--- src/inc/rops_regs.svh ---
// register offsets, field positions and reset values of the output pin select block
`ifndef ROPS_REGS_SVH
`define ROPS_REGS_SVH

`define ROPS_SEL_PINS_10_11_OFFSET 8'h00
`define ROPS_SEL_PINS_12_13_OFFSET 8'h04
`define ROPS_SEL_PINS_14_15_OFFSET 8'h08
`define ROPS_SEL_PINS_16_17_OFFSET 8'h0c
`define ROPS_LOW_FIELD_LSB 0
`define ROPS_HIGH_FIELD_LSB 8
`define ROPS_SEL_WIDTH 5
`define ROPS_FIELD_MASK 16'h1f1f
`define ROPS_SEL_RESET 5'h00
`define ROPS_CODE_NONE 5'h00
`define ROPS_RESP_OKAY 2'h0
`define ROPS_RESP_SLVERR 2'h2

`endif

--- src/inc/rops_pkg.sv ---
// types shared by the output pin select block
`default_nettype none
package rops_pkg;
  typedef logic [4:0] rops_code_t;
  typedef logic [15:0] rops_reg_t;
endpackage : rops_pkg
`default_nettype wire

--- src/hw/rops_out_select.sv ---
// remappable output pin select: selector registers on AXI4-Lite and output muxes
`timescale 1ns/1ps
`default_nettype none
`include "rops_regs.svh"
// Function
// - pin 10 driven by register0 bits 4-0
// - pin 11 driven by register0 bits 12-8
// - pin 12 driven by register1 bits 4-0
// - pin 13 driven by register1 bits 12-8
// - pin 14 driven by register2 bits 4-0
// - pin 15 driven by register2 bits 12-8
// - pin 16 driven by register3 bits 4-0
// - pin 17 driven by register3 bits 12-8
// - bits 15-13, 7-5 read zero, ignore writes
// - selectors read/write, clear to zero at reset
// - fourth register only in large package build
module rops_out_select import rops_pkg::*; #(
  parameter int NUM_PERIPH = 32,
  parameter bit LARGE_PACKAGE = 1'b1
) (
  // clock and reset
  input wire logic CORE_CLK_IN,
  input wire logic ARST_N_IN,
  // axi4-lite write address
  input wire logic AWVALID_IN,
  output logic AWREADY_OUT,
  input wire logic [7:0] AWADDR_IN,
  // axi4-lite write data
  input wire logic WVALID_IN,
  output logic WREADY_OUT,
  input wire logic [31:0] WDATA_IN,
  input wire logic [3:0] WSTRB_IN,
  // axi4-lite write response
  output logic BVALID_OUT,
  input wire logic BREADY_IN,
  output logic [1:0] BRESP_OUT,
  // axi4-lite read address
  input wire logic ARVALID_IN,
  output logic ARREADY_OUT,
  input wire logic [7:0] ARADDR_IN,
  // axi4-lite read data
  output logic RVALID_OUT,
  input wire logic RREADY_IN,
  output logic [31:0] RDATA_OUT,
  output logic [1:0] RRESP_OUT,
  // peripheral outputs indexed by function code, and pad side
  input wire logic [NUM_PERIPH-1:0] PERIPH_OUT_IN,
  output logic [7:0] REMAP_PIN_OUT,
  output logic [7:0] REMAP_PIN_EN_OUT
);

  // ****************************************
  // elaboration checks
  // ****************************************
  // a 5-bit code cannot address more than 32 sources
  if (NUM_PERIPH < 1 || NUM_PERIPH > 32) begin : g_bad_periph
    $error("NUM_PERIPH must lie in 1..32");
  end

  // ****************************************
  // selector storage
  // ****************************************
  rops_code_t sel_q [8];
  logic aw_held_q;
  logic w_held_q;
  logic [7:0] awaddr_q;
  logic [31:0] wdata_q;
  logic [3:0] wstrb_q;

  // 0..3 for a mapped register, 4 when unmapped
  function automatic logic [2:0] reg_index(input logic [7:0] addr);
    logic [2:0] idx;
    idx = 3'h4;
    case (addr)
      `ROPS_SEL_PINS_10_11_OFFSET: idx = 3'h0;
      `ROPS_SEL_PINS_12_13_OFFSET: idx = 3'h1;
      `ROPS_SEL_PINS_14_15_OFFSET: idx = 3'h2;
      `ROPS_SEL_PINS_16_17_OFFSET: idx = LARGE_PACKAGE ? 3'h3 : 3'h4;
      default: idx = 3'h4;
    endcase
    return idx;
  endfunction : reg_index

  // ****************************************
  // write channel
  // ****************************************
  logic wr_fire;
  logic [2:0] wr_idx;
  assign wr_fire = aw_held_q && w_held_q && !BVALID_OUT;
  assign wr_idx = reg_index(awaddr_q);

  always_ff @(posedge CORE_CLK_IN or negedge ARST_N_IN) begin
    if (!ARST_N_IN) begin
      aw_held_q <= 1'b0;
      awaddr_q <= 8'h00;
    end else if (AWVALID_IN && AWREADY_OUT) begin
      aw_held_q <= 1'b1;
      awaddr_q <= AWADDR_IN;
    end else if (wr_fire) begin
      aw_held_q <= 1'b0;
    end
  end

  always_ff @(posedge CORE_CLK_IN or negedge ARST_N_IN) begin
    if (!ARST_N_IN) begin
      w_held_q <= 1'b0;
      wdata_q <= 32'h0000_0000;
      wstrb_q <= 4'h0;
    end else if (WVALID_IN && WREADY_OUT) begin
      w_held_q <= 1'b1;
      wdata_q <= WDATA_IN;
      wstrb_q <= WSTRB_IN;
    end else if (wr_fire) begin
      w_held_q <= 1'b0;
    end
  end

  // ready registered: high only while the channel's holding slot is empty
  always_ff @(posedge CORE_CLK_IN or negedge ARST_N_IN) begin
    if (!ARST_N_IN) begin
      AWREADY_OUT <= 1'b0;
      WREADY_OUT <= 1'b0;
    end else begin
      AWREADY_OUT <= !(aw_held_q || (AWVALID_IN && AWREADY_OUT)) || wr_fire;
      WREADY_OUT <= !(w_held_q || (WVALID_IN && WREADY_OUT)) || wr_fire;
      if (AWVALID_IN && AWREADY_OUT) begin
        AWREADY_OUT <= 1'b0;
      end
      if (WVALID_IN && WREADY_OUT) begin
        WREADY_OUT <= 1'b0;
      end
    end
  end

  always_ff @(posedge CORE_CLK_IN or negedge ARST_N_IN) begin
    if (!ARST_N_IN) begin
      BVALID_OUT <= 1'b0;
      BRESP_OUT <= `ROPS_RESP_OKAY;
    end else if (wr_fire) begin
      BVALID_OUT <= 1'b1;
      BRESP_OUT <= (wr_idx == 3'h4) ? `ROPS_RESP_SLVERR : `ROPS_RESP_OKAY;
    end else if (BREADY_IN) begin
      BVALID_OUT <= 1'b0;
    end
  end

  // byte lane 0 holds the low selector, lane 1 the high one
  always_ff @(posedge CORE_CLK_IN or negedge ARST_N_IN) begin
    if (!ARST_N_IN) begin
      for (int i = 0; i < 8; i++) begin
        sel_q[i] <= `ROPS_SEL_RESET;
      end
    end else if (wr_fire && wr_idx != 3'h4) begin
      if (wstrb_q[0]) begin
        sel_q[{wr_idx[1:0], 1'b0}] <= wdata_q[`ROPS_LOW_FIELD_LSB +: `ROPS_SEL_WIDTH];
      end
      if (wstrb_q[1]) begin
        sel_q[{wr_idx[1:0], 1'b1}] <= wdata_q[`ROPS_HIGH_FIELD_LSB +: `ROPS_SEL_WIDTH];
      end
    end
  end

  // ****************************************
  // read channel
  // ****************************************
  logic [2:0] rd_idx;
  rops_reg_t rd_word;
  assign rd_idx = reg_index(ARADDR_IN);
  // unimplemented bits are simply never stored, so they read zero
  assign rd_word = {3'h0, sel_q[{rd_idx[1:0], 1'b1}], 3'h0, sel_q[{rd_idx[1:0], 1'b0}]};

  always_ff @(posedge CORE_CLK_IN or negedge ARST_N_IN) begin
    if (!ARST_N_IN) begin
      ARREADY_OUT <= 1'b0;
    end else begin
      ARREADY_OUT <= !RVALID_OUT && !(ARVALID_IN && ARREADY_OUT);
    end
  end

  always_ff @(posedge CORE_CLK_IN or negedge ARST_N_IN) begin
    if (!ARST_N_IN) begin
      RVALID_OUT <= 1'b0;
      RDATA_OUT <= 32'h0000_0000;
      RRESP_OUT <= `ROPS_RESP_OKAY;
    end else if (ARVALID_IN && ARREADY_OUT) begin
      RVALID_OUT <= 1'b1;
      if (rd_idx == 3'h4) begin
        RDATA_OUT <= 32'h0000_0000;
        RRESP_OUT <= `ROPS_RESP_SLVERR;
      end else begin
        RDATA_OUT <= {16'h0000, rd_word & `ROPS_FIELD_MASK};
        RRESP_OUT <= `ROPS_RESP_OKAY;
      end
    end else if (RREADY_IN) begin
      RVALID_OUT <= 1'b0;
    end
  end

  // ****************************************
  // output multiplexers
  // ****************************************
  // nonzero code c selects PERIPH_OUT_IN[c]; code 0 and codes past the table drive nothing
  function automatic logic pick(input rops_code_t code, input logic [NUM_PERIPH-1:0] src);
    logic v;
    v = 1'b0;
    if (code != `ROPS_CODE_NONE && int'(code) < NUM_PERIPH) begin
      v = src[code];
    end
    return v;
  endfunction : pick

  function automatic logic claimed(input rops_code_t code);
    return code != `ROPS_CODE_NONE && int'(code) < NUM_PERIPH;
  endfunction : claimed

  // registered so pads see a glitch-free level; costs one cycle of latency
  always_ff @(posedge CORE_CLK_IN or negedge ARST_N_IN) begin
    if (!ARST_N_IN) begin
      REMAP_PIN_OUT <= 8'h00;
      REMAP_PIN_EN_OUT <= 8'h00;
    end else begin
      for (int p = 0; p < 8; p++) begin
        // pins 16 and 17 stay with the port in the small build
        if (p < 6 || LARGE_PACKAGE) begin
          REMAP_PIN_OUT[p] <= pick(sel_q[p], PERIPH_OUT_IN);
          REMAP_PIN_EN_OUT[p] <= claimed(sel_q[p]);
        end else begin
          REMAP_PIN_OUT[p] <= 1'b0;
          REMAP_PIN_EN_OUT[p] <= 1'b0;
        end
      end
    end
  end

endmodule : rops_out_select
`default_nettype wire

--- config.mk ---
export PLATFORM = sky130hd
export DESIGN_NAME = rops_out_select
export DESIGN_NICKNAME = d
export VERILOG_FILES = /design/src/inc/rops_pkg.sv /design/src/hw/rops_out_select.sv
export VERILOG_INCLUDE_DIRS = /design/src /design/src/inc
export SDC_FILE = /design/constraint.sdc
export NUM_CORES = 1
export LEC_CHECK = 0
export ABC_AREA = 0
export BUFFER_PORTS_ARGS = -buffer_cell sky130_fd_sc_hd__buf_2
export CAP_MARGIN = 40
export CORE_ASPECT_RATIO = 0.5
export CORE_MARGIN = 2
export CORE_UTILIZATION = 55
export DETAILED_ROUTE_END_ITERATION = 16
export GPL_ROUTABILITY_DRIVEN = 0
export GPL_TIMING_DRIVEN = 0
export PLACE_DENSITY = 0.92
export SYNTH_ARGS = -nofsm -noshare
export SYNTH_HDL_FRONTEND = slang
export SYNTH_SLANG_ARGS = --single-unit
--- constraint.sdc ---
create_clock -name CORE_CLK_IN -period 2.45 [get_ports CORE_CLK_IN]
set_input_delay 0.3675 -clock CORE_CLK_IN [delete_from_list [all_inputs] [get_ports CORE_CLK_IN]]
set_output_delay 0.3675 -clock CORE_CLK_IN [all_outputs]
set_load 0.01 [all_outputs]
==> results.sh <==
export IMPL_switchingPower_mw=2.006
export IMPL_synth_fa_ha_area_frac=0
export IMPL_core_mm2=0.01105
export IMPL_cpLargestDelayFamily="simple AND/OR/NAND/NOR gates"
export IMPL_finClkSkew_ps=9.208
export IMPL_cts_tree="yes"
export IMPL_grt_pass1_wl_um=27930
export IMPL_clk_pin_slew_worst_paths_ps=70
export IMPL_slowest_stage="nor2_1"
export IMPL_port_buffers=97
export IMPL_syn2layout_area_growth_pct=17.74
export IMPL_fin_crit_sh=0.8567
export IMPL_syn_avg_cell_area_um2=12.24
export IMPL_synth_xor_area_frac=0
export IMPL_dieHeight_um=79.54
export IMPL_syn_cell_area_mm2=0.006277
export IMPL_cts_made_buffers=9
export IMPL_dr_pass1_iters=6
export IMPL_dp_hpwl_um=12810
export IMPL_initialDrtViolationCount=929
export IMPL_utilization=0.6690
export IMPL_synth_seq_area_share=0.3787
export IMPL_finalSetupTns_ps=0
export IMPL_post_cts_buffers=0
export IMPL_critical_path_arrival_ps=2330
export IMPL_crit_chain="nor4_4 > nand4b_1 > nor2_1 > mux2_2"
export IMPL_ys_types=44
export IMPL_combPwrFrac=0.316
export IMPL_drtAntennaViolNets=0
export IMPL_synth_edff_count=0
export IMPL_cp_start_kind="flip-flop"
export IMPL_vias=5238
export IMPL_placed_cells=779
export IMPL_vias_per_cell=6.580
export IMPL_period_minus_slack_ps=2099
export IMPL_layout_nets=737
export IMPL_endpoint_kind="flip-flop"
export IMPL_routed_wl_um=17700
export IMPL_ys_flop_type="dfrtp_1"
export IMPL_rsz0062_at_grt="no"
export IMPL_antenna_found_initial=0
export IMPL_first_global_vias=5288
export IMPL_synthSimpleGateAreaFrac=0.1170
export IMPL_final_common_cell="buf_2"
export IMPL_grt_overflow=0
export IMPL_timing_fmax_mhz=476.5
export IMPL_final_area_mm2=0.007391
export IMPL_p_leak_nw=3.360
export IMPL_cts_htree_levels=3
export IMPL_relSlewSlack=0.5624
export IMPL_layout_common_cells="105 x buf_2, 95 x dfrtp_1, 70 x mux2_2"
export IMPL_p_seq_frac=0.419
export IMPL_clock_sinks=95
export IMPL_drv_slew=0
export IMPL_stdcell_count=796
export IMPL_setup_viol=0
export IMPL_critical_path_max_stage_delay_ps=540
export IMPL_yosysWarnings=0
export IMPL_intPower_mw=3.678
export IMPL_synth_compound_area_frac=0.06498
export IMPL_path_buf_inv=0
export IMPL_maxCapViolCount=0
export IMPL_avgRoutedWirePerCell_um=22.23
export IMPL_switching_share=0.3529
export IMPL_fin_hold_ws_ps=181.9
export IMPL_cts_root_buf="clkbuf_16"
export IMPL_clock_latency_ps=360
export IMPL_grt_use_total=0.3012
export IMPL_synthCells=513
export IMPL_dpl_instance_area_mm2=0.007061
export IMPL_power_density_mw_per_mm2=769.0
export IMPL_min_path_type="in2reg"
export IMPL_muxShareOfSynthArea=0.3741
export IMPL_path_class="reg2reg"
export IMPL_synthArstFlopShare=1.000
export IMPL_rows=27
export IMPL_die_w_um=155.1
export IMPL_ys_ff_latch=95
export IMPL_clockPowerShare=0.265
export IMPL_io_pins=148
export IMPL_synth_top_family_by_area="multiplexers"
export IMPL_finalHoldViolations=0
export IMPL_drcViolationCount=0
export IMPL_status="completed"
export IMPL_required_ps=2690
export IMPL_grt_max_degree=68
export IMPL_start_util=0.5682
export IMPL_antenna_cells=0
export IMPL_worstMarginPinSlew_ps=656.5
export IMPL_clockBufferDepth=2
export IMPL_die_area_mm2=0.01234
export IMPL_vdd_drop_max_uv=610.2
export IMPL_worstPathMaxFanout=5
export IMPL_drive_gt1_frac=0.4501
sequential cells by signal (all words and copies together), names as in the netlist:
register,count
w_held_q,1
REMAP_PIN_OUT,8
BRESP_OUT,1
RDATA_OUT,10
wstrb_q,2
sel_q,40
RVALID_OUT,1
RRESP_OUT,1
awaddr_q,8
AWREADY_OUT,1
BVALID_OUT,1
aw_held_q,1
wdata_q,10
ARREADY_OUT,1
WREADY_OUT,1
REMAP_PIN_EN_OUT,8
cell families (layout without fill, tap and decap cells):
group,count (synthesis),count (layout)
other,1,24
AO/OA/AOI/OAI,60,60
multiplexers,152,152
flip-flops,95,95
AND/OR/NAND/NOR,129,129
buffers and inverters,76,191
layer usage:
layer | GRT usage | share of wire | wire length, um | vias to the layer above
met5 | 0 | 0 | 0 | -
li1 | - | - | - | 2185
met3 | 0.1249 | 0.15 | 2660 | 137
met4 | 0.1481 | 0.051 | 894 | 0
met1 | 0.3725 | 0.36 | 6332 | 2419
met2 | 0.4631 | 0.44 | 7807 | 497
cell type report:
| class | instances | area [um^2] |
|---|---|---|
| well taps | 145 | 181.4 |
| fillers | 763 | 3656 |
| clock buffers | 9 | 225.2 |
| clock inverters | 7 | 95.09 |
| flip-flops and latches | 95 | 2377 |
| inverters | 22 | 82.58 |
| repair buffers | 99 | 525.5 |
| multi-input cells | 365 | 3581 |
| plain buffers | 54 | 322.8 |
per-stage QoR:
stage / worst slack (ps) / power [mW]
2_1_floorplan: 735.1 / 3.470
3_3_place_gp: 146.0 / 3.982
3_5_place_dp: 412.7 / 4.111
4_1_cts: 378.0 / 5.648
5_1_grt: 275.4 / 5.949
6_report: 351.2 / 5.684
power by group through the flow:
stage / registers, mW / logic, mW / clock network [mW]
floorplan: 2.31 / 1.16 / 0
CTS: 2.36 / 1.77 / 1.52
global route: 2.42 / 1.93 / 1.60
global placement: 2.33 / 1.65 / 0
finish: 2.38 / 1.80 / 1.51
detailed placement: 2.37 / 1.74 / 0
cells in the mapped netlist (5+ instances only):
cell,n,area (um^2)
mux2i_1,22,220.2
or2_2,6,37.54
buf_2,9,45.04
dfrtp_1,95,2377
inv_1,22,82.58
and4_1,5,43.79
nand2b_1,5,31.28
o21ai_0,18,90.09
or4_1,5,37.54
nand3_1,17,85.08
nor2_1,18,67.56
mux4_2,59,1329
o221ai_1,5,43.79
nand2_1,45,168.9
clkbuf_1,15,56.30
o22ai_1,5,31.28
buf_4,29,217.7
mux2_2,70,788.3
a311oi_1,9,78.83
nand3b_1,6,45.04
a31oi_1,11,68.82
what timing repair did:
action / in CTS / in global routing
gates resized for setup: 0 / 0
hold buffers: 1 / 0
endpoints found under the setup margin: 0 / 0
endpoints found under the hold margin: 28 / 0
path summary, 6_finish.rpt:
check	start	cells past startpoint	slack (ps)	end
hold / removal	BREADY_IN	2	180	BVALID_OUT$_DFFE_PN0P_
setup / recovery	awaddr_q[5]$_DFFE_PN0P_	4	350	sel_q[21]$_DFFE_PN0P_
hold reg to reg	RDATA_OUT[3]$_DFFE_PN0P_	2	480	RDATA_OUT[3]$_DFFE_PN0P_
setup reg to reg	awaddr_q[5]$_DFFE_PN0P_	4	350	sel_q[21]$_DFFE_PN0P_
max in group asynchronous	ARST_N_IN	3	1340	RDATA_OUT[0]$_DFFE_PN0P_
min in group asynchronous	ARST_N_IN	2	480	wdata_q[10]$_DFFE_PN0P_
(Power assumes the default switching activity.)
